`config.mk`:
```
export PLATFORM = sky130hd
export DESIGN_NAME = udic_top
export DESIGN_NICKNAME = d
export VERILOG_FILES = /design/src/design/udic_pkg.sv /design/src/design/udic_top.sv
export SDC_FILE = /design/constraint.sdc
export NUM_CORES = 1
export LEC_CHECK = 0
export BUFFER_PORTS_ARGS = -buffer_cell sky130_fd_sc_hd__buf_2
export CAP_MARGIN = 40
export CORE_MARGIN = 4
export CORE_UTILIZATION = 28
export DETAILED_ROUTE_END_ITERATION = 6
export MAX_ROUTING_LAYER = met4
export SLEW_MARGIN = 30
export SYNTH_ARGS = -nofsm -noshare
export SYNTH_HDL_FRONTEND = slang
export SYNTH_SLANG_ARGS = --single-unit
```
`constraint.sdc`:
```
create_clock -name clk -period 3.3 [get_ports clk]
set_input_delay 0.66 -clock clk [delete_from_list [all_inputs] [get_ports clk]]
set_output_delay 0.66 -clock clk [all_outputs]
set_load 0.01 [all_outputs]
```
`src/design/udic_pkg.sv`:
```
// Constants, carriers and state layout of the USB device interrupt
// and control block.
// Assumes a 125 MHz controller clock and an Avalon-MM register port.

package udic_pkg;

    // ==================================================================
    // Sizes and timing
    localparam int EP_COUNT = 7;
    localparam int CNT_W = 20;
    localparam int CLK_MHZ = 125;
    localparam int SUSPEND_TIME_US = 3000;
    localparam int SUSPEND_CYCLES = SUSPEND_TIME_US * CLK_MHZ;
    localparam int RESUME_TIME_US = 2000;
    localparam int RESUME_CYCLES = RESUME_TIME_US * CLK_MHZ;

    // ==================================================================
    // Register byte offsets
    localparam logic [5:0] OFS_DEV_CTRL = 6'h00;
    localparam logic [5:0] OFS_DEV_FLAGS = 6'h04;
    localparam logic [5:0] OFS_DEV_IEN = 6'h08;
    localparam logic [5:0] OFS_DEV_ADDR = 6'h0C;
    localparam logic [5:0] OFS_FRAME_NUMBER_HI = 6'h10;
    localparam logic [5:0] OFS_FRAME_NUMBER_LO = 6'h14;
    localparam logic [5:0] OFS_FRAME_STAT = 6'h18;
    localparam logic [5:0] OFS_EP_SEL = 6'h1C;
    localparam logic [5:0] OFS_EP_RST = 6'h20;
    localparam logic [5:0] OFS_EP_CTRL = 6'h24;
    localparam logic [5:0] OFS_LINK_CTRL = 6'h28;
    localparam logic [5:0] OFS_EP_FLAGS = 6'h2C;
    localparam logic [5:0] OFS_EP_STAT = 6'h30;
    localparam logic [5:0] OFS_EP_IEN = 6'h34;

    // ==================================================================
    // Field positions
    localparam int B_LOW_SPEED = 2;
    localparam int B_REMOTE_WAKE = 1;
    localparam int B_DETACH = 0;
    localparam int B_UPRSM = 6;
    localparam int B_EORSM = 5;
    localparam int B_WAKE = 4;
    localparam int B_EORST = 3;
    localparam int B_SOF = 2;
    localparam int B_SUSP = 0;
    localparam int B_ADDR_EN = 7;
    localparam int B_CRC_ERR = 4;
    localparam int B_HALT_REQ = 5;
    localparam int B_HALT_CANCEL = 4;
    localparam int B_TOGGLE_ZERO = 3;
    localparam int B_EP_ACTIVE = 0;
    localparam int B_CONNECT = 0;
    localparam int B_FLOW_EN = 7;
    localparam int B_OVERRUN = 6;
    localparam int B_UNDERRUN = 5;

    // ==================================================================
    // Masks and reset values
    localparam logic [7:0] GEN_FLAG_MASK = 8'h7D;
    localparam logic [7:0] GEN_IEN_RESET = 8'h08;
    localparam logic [7:0] EP_INT_MASK = 8'h5F;
    localparam logic [7:0] EP_IEN_MASK = 8'hDF;
    localparam logic [2:0] EP_SEL_FORBIDDEN = 3'h7;

    // ==================================================================
    // Carriers
    typedef struct packed {
        logic valid;
        logic crc_bad;
        logic [10:0] frame;
    } udic_sof_s;

    typedef struct packed {
        logic [EP_COUNT-1:0] in_free;
        logic [EP_COUNT-1:0] out_rcv;
        logic [EP_COUNT-1:0] setup_rcv;
        logic [EP_COUNT-1:0] stall_sent;
        logic [EP_COUNT-1:0] iso_crc_err;
        logic [EP_COUNT-1:0] overrun;
        logic [EP_COUNT-1:0] underrun;
        logic [EP_COUNT-1:0] nak_in;
        logic [EP_COUNT-1:0] nak_out;
    } udic_ep_ev_s;

    typedef struct packed {
        logic pullup_dp;
        logic pullup_dm;
        logic resume_drive;
    } udic_pad_s;

    typedef struct packed {
        logic waitrequest;
        logic [31:0] readdata;
        logic [2:0] dev_ctrl;
        logic connect;
        logic [7:0] gen_flags;
        logic [7:0] gen_ien;
        logic addr_active;
        logic [6:0] addr;
        logic [10:0] frame;
        logic crc_err;
        logic [2:0] ep_sel;
        logic [EP_COUNT-1:0] ep_rst;
        logic [EP_COUNT-1:0] ep_active;
        logic [EP_COUNT-1:0] halt_req;
        logic [EP_COUNT-1:0] halt_cancel;
        logic [EP_COUNT-1:0] toggle_zero;
        logic [EP_COUNT-1:0][7:0] ep_int;
        logic [EP_COUNT-1:0][7:0] ep_ien;
        logic [EP_COUNT-1:0][1:0] ep_err;
        logic [CNT_W-1:0] idle_cnt;
        logic [CNT_W-1:0] resume_cnt;
        logic idle_meta;
        logic idle_sync;
        logic idle_prev;
        logic bus_reset_prev;
        udic_pad_s pad;
        logic usb_irq;
        logic ep_irq;
    } udic_state_s;

    localparam udic_state_s STATE_RESET = '{
        waitrequest: 1'b1,
        gen_ien: GEN_IEN_RESET,
        default: '0
    };

endpackage

```
`src/design/udic_top.sv`:
```
// USB device interrupt sources, device and endpoint control registers.
// Assumes event pulses from the USB engine on clk, the idle line level
// from the pad, and an Avalon-MM master on the register port.
//
// Added by the designer: the Avalon-MM interface to the registers and the register addresses.
`timescale 1ns/1ps

module udic_top
    import udic_pkg::*;
#(
    parameter int SUSPEND_CYC = SUSPEND_CYCLES,
    parameter int RESUME_CYC = RESUME_CYCLES
) (
    // Clock, reset, enable
    input wire logic clk,
    input wire logic arst_n,
    input wire logic clk_en,
    // Avalon-MM slave
    input wire logic [5:0] avs_address,
    input wire logic avs_read,
    input wire logic avs_write,
    input wire logic [31:0] avs_writedata,
    output logic [31:0] avs_readdata,
    output logic avs_waitrequest,
    // USB line and engine events
    input wire logic line_idle,
    input wire logic usb_bus_reset,
    input wire logic resume_end,
    input wire udic_sof_s sof,
    input wire udic_ep_ev_s ep_ev,
    // Pad control
    output udic_pad_s pad,
    // Device and endpoint control
    output logic [6:0] device_addr_value,
    output logic address_activate,
    output logic [EP_COUNT-1:0] endpoint_buffer_clear,
    output logic [EP_COUNT-1:0] endpoint_active,
    output logic [EP_COUNT-1:0] halt_handshake_request,
    output logic [EP_COUNT-1:0] halt_handshake_cancel,
    output logic [EP_COUNT-1:0] toggle_zero_force,
    // Interrupt requests
    output logic usb_irq,
    output logic endpoint_irq
);

    // ==================================================================
    // Elaboration checks
    if (SUSPEND_CYC < 2 || SUSPEND_CYC >= 2 ** CNT_W) begin : g_bad_susp
        $error("SUSPEND_CYC out of range");
    end
    if (RESUME_CYC < 2 || RESUME_CYC >= 2 ** CNT_W) begin : g_bad_res
        $error("RESUME_CYC out of range");
    end

    localparam logic [CNT_W-1:0] SUSP_LAST = CNT_W'(SUSPEND_CYC - 1);
    localparam logic [CNT_W-1:0] SUSP_DONE = CNT_W'(SUSPEND_CYC);
    localparam logic [CNT_W-1:0] RES_LAST = CNT_W'(RESUME_CYC - 1);

    udic_state_s r;
    udic_state_s next_r;
    logic req;
    logic wr_take;
    logic sel_ok;
    logic [2:0] s;
    logic [7:0] wd;
    logic [7:0] rd;
    logic [7:0] ev_int;
    logic [1:0] ev_err;
    logic [EP_COUNT-1:0] ep_hit;

    assign req = avs_read | avs_write;
    assign wr_take = avs_write & ~r.waitrequest;
    assign sel_ok = r.ep_sel != EP_SEL_FORBIDDEN;
    assign s = r.ep_sel;
    assign wd = avs_writedata[7:0];

    // ==================================================================
    // Read multiplexer, reserved bits zero
    always_comb begin
        rd = 8'h00;
        case (avs_address)
            OFS_DEV_CTRL: rd = {5'h00, r.dev_ctrl};
            OFS_DEV_FLAGS: rd = r.gen_flags & GEN_FLAG_MASK;
            OFS_DEV_IEN: rd = r.gen_ien & GEN_FLAG_MASK;
            OFS_DEV_ADDR: rd = {r.addr_active, r.addr};
            OFS_FRAME_NUMBER_HI: rd = {5'h00, r.frame[10:8]};
            OFS_FRAME_NUMBER_LO: rd = r.frame[7:0];
            OFS_FRAME_STAT: rd = {3'h0, r.crc_err, 4'h0};
            OFS_EP_SEL: rd = {5'h00, r.ep_sel};
            OFS_EP_RST: rd = {1'b0, r.ep_rst};
            OFS_LINK_CTRL: rd = {7'h00, r.connect};
            OFS_EP_CTRL: begin
                if (sel_ok) begin
                    rd = {2'h0, r.halt_req[s], 4'h0, r.ep_active[s]};
                end
            end
            OFS_EP_FLAGS: begin
                if (sel_ok) begin
                    rd = r.ep_int[s] & EP_INT_MASK;
                end
            end
            OFS_EP_STAT: begin
                if (sel_ok) begin
                    rd = {1'b0, r.ep_err[s], 5'h00};
                end
            end
            OFS_EP_IEN: begin
                if (sel_ok) begin
                    rd = r.ep_ien[s] & EP_IEN_MASK;
                end
            end
            default: rd = 8'h00;
        endcase
    end

    // ==================================================================
    // Next state
    always_comb begin
        next_r = r;
        ev_int = 8'h00;
        ev_err = 2'h0;
        ep_hit = '0;

        // Line idle synchroniser
        next_r.idle_meta = line_idle;
        next_r.idle_sync = r.idle_meta;
        next_r.idle_prev = r.idle_sync;
        next_r.bus_reset_prev = usb_bus_reset;
        next_r.halt_cancel = '0;
        next_r.toggle_zero = '0;

        // Bus handshake: one wait state, then accept
        next_r.waitrequest = 1'b1;
        if (req && r.waitrequest) begin
            next_r.waitrequest = 1'b0;
            next_r.readdata = {24'h00_0000, rd};
        end

        // Register writes
        if (wr_take) begin
            case (avs_address)
                OFS_DEV_CTRL: begin
                    next_r.dev_ctrl[B_LOW_SPEED] = wd[B_LOW_SPEED];
                    next_r.dev_ctrl[B_DETACH] = wd[B_DETACH];
                    if (wd[B_REMOTE_WAKE] && r.gen_flags[B_SUSP]) begin
                        next_r.dev_ctrl[B_REMOTE_WAKE] = 1'b1;
                    end
                end
                OFS_DEV_FLAGS: begin
                    next_r.gen_flags = r.gen_flags & wd;
                end
                OFS_DEV_IEN: next_r.gen_ien = wd & GEN_FLAG_MASK;
                OFS_DEV_ADDR: begin
                    next_r.addr = wd[6:0];
                    if (wd[B_ADDR_EN]) begin
                        next_r.addr_active = 1'b1;
                    end
                end
                OFS_EP_SEL: next_r.ep_sel = wd[2:0];
                OFS_EP_RST: next_r.ep_rst = wd[6:0];
                OFS_LINK_CTRL: next_r.connect = wd[B_CONNECT];
                OFS_EP_CTRL: begin
                    if (sel_ok) begin
                        next_r.ep_active[s] = wd[B_EP_ACTIVE];
                        if (wd[B_HALT_REQ]) begin
                            next_r.halt_req[s] = 1'b1;
                        end
                        if (wd[B_HALT_CANCEL]) begin
                            next_r.halt_req[s] = 1'b0;
                            next_r.halt_cancel[s] = 1'b1;
                        end
                        if (wd[B_TOGGLE_ZERO]) begin
                            next_r.toggle_zero[s] = 1'b1;
                        end
                    end
                end
                OFS_EP_FLAGS: begin
                    if (sel_ok) begin
                        next_r.ep_int[s] = r.ep_int[s] & wd;
                    end
                end
                OFS_EP_STAT: begin
                    if (sel_ok) begin
                        next_r.ep_err[s] = r.ep_err[s] & wd[6:5];
                    end
                end
                OFS_EP_IEN: begin
                    if (sel_ok) begin
                        next_r.ep_ien[s] = wd & EP_IEN_MASK;
                    end
                end
                default: ;
            endcase
        end

        // Start of frame, events set after clears so set wins
        if (sof.valid) begin
            next_r.gen_flags[B_SOF] = 1'b1;
            next_r.frame = sof.frame;
            next_r.crc_err = sof.crc_bad;
        end

        // Suspend detection on a steady idle line
        if (!r.idle_sync) begin
            next_r.idle_cnt = '0;
        end else if (r.idle_cnt != SUSP_DONE) begin
            next_r.idle_cnt = r.idle_cnt + 1'b1;
            if (r.idle_cnt == SUSP_LAST) begin
                next_r.gen_flags[B_SUSP] = 1'b1;
            end
        end

        // Line activity after suspend, not our own resume
        if (r.idle_prev && !r.idle_sync && r.idle_cnt == SUSP_DONE &&
            !r.pad.resume_drive) begin
            next_r.gen_flags[B_WAKE] = 1'b1;
        end

        if (resume_end) begin
            next_r.gen_flags[B_EORSM] = 1'b1;
        end

        // Bus reset clears device state; its end raises a flag
        if (usb_bus_reset) begin
            next_r.addr_active = 1'b0;
            next_r.addr = 7'h00;
            next_r.ep_active = '0;
            next_r.halt_req = '0;
        end
        if (r.bus_reset_prev && !usb_bus_reset) begin
            next_r.gen_flags[B_EORST] = 1'b1;
        end

        // Upstream resume signalling
        next_r.pad.resume_drive = 1'b0;
        if (r.dev_ctrl[B_REMOTE_WAKE]) begin
            next_r.pad.resume_drive = 1'b1;
            next_r.gen_flags[B_UPRSM] = 1'b1;
            if (!r.pad.resume_drive) begin
                next_r.resume_cnt = '0;
            end else if (r.resume_cnt == RES_LAST) begin
                next_r.pad.resume_drive = 1'b0;
                next_r.dev_ctrl[B_REMOTE_WAKE] = 1'b0;
            end else begin
                next_r.resume_cnt = r.resume_cnt + 1'b1;
            end
        end

        // Pull-up selection
        next_r.pad.pullup_dp = next_r.connect &
            ~next_r.dev_ctrl[B_DETACH] & ~next_r.dev_ctrl[B_LOW_SPEED];
        next_r.pad.pullup_dm = next_r.connect &
            ~next_r.dev_ctrl[B_DETACH] & next_r.dev_ctrl[B_LOW_SPEED];

        // Endpoint events
        for (int i = 0; i < EP_COUNT; i++) begin
            ev_int = {1'b0, ep_ev.nak_in[i], 1'b0, ep_ev.nak_out[i],
                ep_ev.setup_rcv[i], ep_ev.out_rcv[i],
                ep_ev.stall_sent[i] | ep_ev.iso_crc_err[i],
                ep_ev.in_free[i]};
            ev_err = {ep_ev.overrun[i], ep_ev.underrun[i]};
            next_r.ep_int[i] = next_r.ep_int[i] | ev_int;
            next_r.ep_err[i] = next_r.ep_err[i] | ev_err;
            if (ep_ev.setup_rcv[i]) begin
                next_r.halt_req[i] = 1'b0;
            end
            ep_hit[i] = |(next_r.ep_int[i] & next_r.ep_ien[i] &
                EP_INT_MASK) |
                (next_r.ep_ien[i][B_FLOW_EN] & |next_r.ep_err[i]);
        end

        next_r.usb_irq = |(next_r.gen_flags & next_r.gen_ien &
            GEN_FLAG_MASK);
        next_r.ep_irq = |ep_hit;
    end

    // ==================================================================
    // State register
    always_ff @(posedge clk or negedge arst_n) begin
        if (!arst_n) begin
            r <= STATE_RESET;
        end else if (clk_en) begin
            r <= next_r;
        end
    end

    assign avs_readdata = r.readdata;
    assign avs_waitrequest = r.waitrequest;
    assign pad = r.pad;
    assign device_addr_value = r.addr;
    assign address_activate = r.addr_active;
    assign endpoint_buffer_clear = r.ep_rst;
    assign endpoint_active = r.ep_active;
    assign halt_handshake_request = r.halt_req;
    assign halt_handshake_cancel = r.halt_cancel;
    assign toggle_zero_force = r.toggle_zero;
    assign usb_irq = r.usb_irq;
    assign endpoint_irq = r.ep_irq;
endmodule
```
# --- Yosys cells after proc, flatten, opt, wreduce, memory -nomap -nowiden ---
# Cells that the tools add are included.
totals:
  out_inout_bits: 81
  regBits: 262
  input_bits: 122
  wordCells: 280
op_classes:
  n_eq_ne: 20
  mux: 76
  add_sub_neg: 2
  magnitude_cmp: 2
  n_reduce_logical: 69
  bitwise_logic: 57
ops:
  columns: ["op", "count"]
  rows:
  - ["$mux 56", 4]
  - ["$mux 154", 1]
  - ["$bwmux 56", 2]
  - ["$pmux 8 s14", 1]
  - ["$mux 28", 3]
  - ["$mux 20", 4]
  - ["$mux 8", 8]
  - ["$and 7x7->7", 9]
  - ["$reduce_bool 3->1", 21]
  - ["$mux 14", 4]
  - ["$or 8x7->8", 7]
  - ["$mux 7", 7]
  - ["$bmux 8 s3", 2]
  - ["$reduce_or 6->1", 8]
  - ["$add 20x1->20 const B", 2]
  - ["$eq 20x19->1 const B", 2]
  - ["$eq 6x6->1 const B", 6]
  - ["$reduce_and 4->1", 9]
  - ["$mux 33", 1]
  - ["$mux 1", 27]
  - ["$demux 8 s3", 1]
  - ["$eq 6x5->1 const B", 4]
  - ["$eq 20x18->1 const B", 1]
  - ["$ne 20x19->1 const B", 1]
  - ["other kinds (32)", 91]

# --- Logic depth before layout (Yosys ltp) ---
depth:
  word_depth: 19
  mapped_depth: 12
  depth_no_buf: 9

# --- Worst setup path after synthesis ---
# OpenSTA, ideal clock, no wires.
synth_path:
  path_kind: "input to register"
  startpoint: "in avs_address[1]"
  endpoint: "reg r, in the netlist endpoint_irq"
  t_required_ns: 3.157
  path_buffers: 1
  arrival_ns: 2.970
  setup_ns: 0.143
  stages: 8
  slack_ns: 0.187
  path_cell_list: "or4b_1 -> buf_4 -> nor4_4 -> mux2_2 -> a2111oi_0 -> nand4_1 -> nor4_2 -> a41oi_1"
synth_between:
  elab_chain_len: 8
  elab_cells_between_ends: 57
  cone_classes: "eq/ne: 3; mux: 4; bitwise: 35; reduce/logical: 15"
synth_lines:
  columns: ["element", "line", "text"]
  rows:
  - ["from (decl)", "udic_top.sv:19", "input wire logic [5:0] avs_address,"]
  - ["$eq 6x6->1", "udic_top.sv:141", "case (avs_address)"]
  - ["$mux 56 / $mux 14 (equally long branches)", "udic_top.sv:141", null]
  - ["$mux 154 *", "udic_top.sv:140", "if (wr_take) begin"]
  - ["$or 8x7->8 / $or 2x2->2 (equally long branches)", "udic_top.sv:262, udic_top.sv:263", null]
  - ["$and 7x7->7 / $reduce_or 2->1 (equally long branches)", "udic_top.sv:267, udic_top.sv:269", null]
  - ["$reduce_or 6->1 / $and 1x1->1 (equally long branches)", "udic_top.sv:267, udic_top.sv:269", null]
  - ["$or 1x1->1", "udic_top.sv:268", "EP_INT_MASK) |"]
  - ["$reduce_or 7->1 *", "udic_top.sv:274", "next_r.ep_irq = |ep_hit;"]
  - ["to (signal assigned)", "udic_top.sv:283", "r <= next_r;"]
  - ["to (decl)", "udic_top.sv:59", "udic_state_s r;"]
# Mark *: on every way between the ends. The rest lies on a longest branch, timed or not. The select of a mux whose other input is x is not followed.
# A chain may end at the register's enable or synchronous reset.

# --- Worst setup path in the final report ---
layout_path:
  startpoint: "reg r, in the netlist s[0]"
  endpoint: "reg r, in the netlist endpoint_irq"
layout_between:
  elab_chain_len: 13
  elab_cells_between_ends: 74
  cone_classes: "order compare: 2; eq/ne: 1; mux: 18; bitwise: 37; reduce/logical: 16"
layout_lines:
  columns: ["element", "line"]
  rows:
  - ["$lt 3x4->1 (not written as such) / $ge 3x1->1 (equally long branches)", "udic_top.sv:179, udic_top.sv:184, udic_top.sv:189"]
  - ["$logic_and 1x1->1 (not written as such)", "udic_top.sv:179, udic_top.sv:184, udic_top.sv:189"]
  - ["$mux 8 (not written as such) / $mux 2 (equally long branches)", "udic_top.sv:179, udic_top.sv:189, udic_top.sv:184"]
  - ["$demux 8 s3 / $demux 2 s3 (equally long branches)", "udic_top.sv:179, udic_top.sv:189, udic_top.sv:184"]
  - ["$bwmux 56 / $bwmux 14 (equally long branches)", "udic_top.sv:179, udic_top.sv:184"]
  - ["$mux 56 / $mux 14 (equally long branches)", "udic_top.sv:178, udic_top.sv:183"]
  - ["$mux 56 / $mux 14 (equally long branches)", "udic_top.sv:141"]
  - ["$mux 154 *", "udic_top.sv:140"]
  - ["$or 8x7->8 / $or 2x2->2 (equally long branches)", "udic_top.sv:262, udic_top.sv:263"]
  - ["$and 7x7->7 / $reduce_or 2->1 (equally long branches)", "udic_top.sv:267, udic_top.sv:269"]
  - ["$reduce_or 6->1 / $and 1x1->1 (equally long branches)", "udic_top.sv:267, udic_top.sv:269"]
  - ["$or 1x1->1", "udic_top.sv:268"]
  - ["$reduce_or 7->1 *", "udic_top.sv:274"]
# Marks and branches as above.

==> results_dict.tcl <==
set metrics [dict create \
    status "finished clean" \
    clock_power_share_pct 45.8 \
    switching_power_w 0.001922 \
    skew_ns 0.04045 \
    drtIter0Drc 1291 \
    pwr-share-comb_pct 11.0 \
    synth_seq_area_share_pct 42.35 \
    critPathCaptureType "flip-flop" \
    finalSetupViolCount 0 \
    die-area_um2 53680 \
    peakVddDrop_mv 0.3551 \
    fmax_mhz 322.1 \
    insertion_delay_ns 0.60 \
    vias 12430 \
    critPathSlowestCell "mux2i_1" \
    min_period_ns 3.104 \
    crit_start "s[0]" \
    antenna_found_initial 4 \
    fin_ws_ns 0.1958 \
    start_util_pct 28.50 \
    totalWireLength_mm 52.46 \
    p_leak_nw 7.210 \
    switching_share_pct 26.91 \
    r2r-start "s[0]" \
    required_ns 3.72 \
    dp_slack_ns -0.1733 \
    htreeDepth 1 \
    grt_pass1_wl_mm 77.56 \
    cts-root-buf "clkbuf_16" \
    synthTopCellsByArea "dfrtp_1, mux2_2, mux2i_1" \
    grt_pass1_vias 12110 \
    yosysWarnings 0 \
    cp_cell_sequence "buf_12, buf_4, nor3_2, buf_4, nand4_2, mux2i_1, a21oi_1, o31ai_1, o211ai_1, nor4_1, buf_4, a41oi_1" \
    ant_nets 0 \
    hpwl_mm 40.02 \
    die_x_um 231.7 \
    post-route-period-util_pct 94.07 \
    ys.flop_type "dfrtp_1" \
    grtUsageTotal_pct 19.46 \
    vias_per_cell 5.346 \
    finalMaxSlewViolations 0 \
    ios 203 \
    drc 0 \
    total_power_w 0.007140 \
    crit_type "flip-flop to flip-flop" \
    nets 1762 \
    intPower_w 0.005219 \
    numCtsBuffers 28 \
    hold_start "sof[10]" \
    synth_area_um2 14010 \
    drive_above_1_share_pct 30.11 \
    grt_max_degree 76 \
    die_y_um 231.7 \
    cts_setup_buffers 0 \
    fin_setup_tns_ns 0 \
    cap_violations 0 \
    synthCells 1455 \
    hold_viol_final 0 \
    synth_top_area_share_pct 41.98 \
    instances_no_fill 2325 \
    gp_congestion 0.9532 \
    p_per_area_nw_per_um2 423.7 \
    core_um2 49150 \
    slew_headroom_pct 52.99 \
    clkSinkCount 237 \
    critical_path_arrival_ns 3.53 \
    synth_cell_types 74 \
    row_count 81 \
    ys_async_sr_fraction_pct 100.0 \
    min_path_type "primary input to flip-flop" \
    synth_seq_cells 237 \
    clk_pin_slew_ns 0.06 \
    io_buffers 154 \
    cts_buffer_depth 3 \
    syn_area_per_cell_um2 9.629 \
    wl_per_cell_um 22.56 \
    cts_tree "done" \
    first_pass_iters 6 \
    path_max_fanout 29 \
    p_seq_share_pct 43.2 \
    synth_edf_count 0 \
    area_growth_pct 20.29 \
    rsz0062_at_grt "false" \
    critPathMostFrequentCell "buf_4" \
    yosysTopAreaCell "dfrtp_1" \
    crit_path_max_incr_delay_ns 0.47 \
    startpoint_type "flip-flop" \
    dp.cells 2269 \
    whs_ns 0.2916 \
    tightest_slew_ns 0.7052 \
    overflow 0 \
]
layout make-up:
type | count | area [um^2]
timing repair buffer | 293 | 1877
clock buffer | 39 | 812.0
fill | 5038 | 32300
clock inverter | 11 | 163.9
inverter | 30 | 112.6
multi-input combinational | 1047 | 7112
tap | 664 | 830.8
sequential | 237 | 5934
antenna | 4 | 10.01
worst paths after layout:
kind                       slack (ns)  cells after the start              end
max in group asynchronous        1.89                      3            r[50]
setup reg to reg                 0.20                     12     endpoint_irq
hold / removal                   0.29                      2           r[224]
min in group asynchronous        0.60                      2            r[83]
setup / recovery                 0.20                     12     endpoint_irq
hold reg to reg                  0.48                      2  avs_readdata[5]
synthesized netlist by cell type, drive strengths merged, types with 4 or more instances:
cell and count:
dfrtp 235, nor4 24, or3 6, a2111oi 5
nor3 28, o2111ai 5, nand4 9, buf 107
o32a 7, and2 6, mux2 117, a222oi 7
nor3b 6, mux2i 65, o211ai 15, o21ai 80
a31oi 21, nor2 150, o31ai 9, o2bb2ai 16
o21a 7, mux4 7, nand3 48, inv 30
a21o 10, or4 4, o221ai 7, o22ai 26
nand2b 8, or2 6, xnor2 9, xor2 16
a221oi 10, and3b 5, and3 12, a22oi 15
nand2 112, a211oi 21, clkbuf 57, a21oi 83
nor2b 8
placed cells by master (no fill, tap or decap), types with 6 or more instances in the layout:
cell       instances
dfrtp_1          234
buf_2            152
nor2_1           150
buf_4            134
mux2_2           117
nand2_1          112
a21oi_1           83
o21ai_0           77
mux2i_1           65
nand3_1           47
inv_1             30
clkbuf_16         28
nor3_1            27
o22ai_1           26
conb_1            24
a31oi_1           21
a211oi_1          19
xor2_1            16
o2bb2ai_1         16
o211ai_1          15
a22oi_1           15
nor4_1            14
and3_1            12
a221oi_1          10
a21o_1            10
xnor2_1            9
o31ai_1            9
nand4_1            8
nor2b_1            8
o21a_1             7
mux4_2             7
o221ai_1           7
a222oi_1           7
o32a_1             7
clkbuf_8           7
and2_1             6
nand2b_1           6
nor4_4             6
cell families after synthesis:
kind of cell | share of synthesized area (%)
AO/OA/AOI/OAI | 16.59
XOR/XNOR | 1.563
adder cells (fa/ha/maj) | 0.2680
buffers and inverters | 7.645
flip-flops | 42.35
multiplexers | 15.17
other | 0.02677
AND/OR/NAND/NOR | 16.38
metal layers:
metal	part of all wire (%)	vias up	track usage, %
met4	4.2	0	7.510
met1	42	6166	25.13
li1	-	5616	-
met2	46	522	30.14
met5	0	-	-
met3	8.3	126	4.007
sequential cells by signal (all words and copies together) (netlist names), 2 cells and up:
register	count
r	175
next_r	2
device_addr_value	7
toggle_zero_force	7
halt_handshake_cancel	7
avs_readdata	8
endpoint_buffer_clear	7
s	3
pad	3
endpoint_active	7
halt_handshake_request	7
metrics by stage:
| stage | utilization (%) | instance area (um^2) |
|---|---|---|
| 5_1_grt | 34.29 | 16850 |
| 3_3_place_gp | 32.20 | 15830 |
| 6_report | 34.29 | 16850 |
| 3_5_place_dp | 32.23 | 15840 |
| 2_1_floorplan | - | 14100 |
| 4_1_cts | 34.24 | 16830 |
critical path, delay by kind of cell (launching register included):
kind | cells | cell delay [ns]
AO/OA/AOI/OAI | 4 | 0.44
AND/OR/NAND/NOR | 3 | 0.71
multiplexers | 1 | 0.47
buffers and inverters | 4 | 0.81
flip-flops | 1 | 0.45
power by group through the flow:
stage / sequential (W) / clock [W] / combinational, W
2_1_floorplan: 0.00310 / 0 / 0.000430
3_3_place_gp: 0.00313 / 0 / 0.000760
3_5_place_dp: 0.00314 / 0 / 0.000772
4_1_cts: 0.00309 / 0.00333 / 0.000777
5_1_grt: 0.00310 / 0.00345 / 0.000845
6_report: 0.00309 / 0.00327 / 0.000782
repair_timing:
action                                  4_1_cts  5_1_grt
endpoints found under the setup margin        0        1
hold buffers                                  1        0
endpoints found under the hold margin        28        0
gates resized for setup                       0        3
Power figures use the tool's default switching activity.
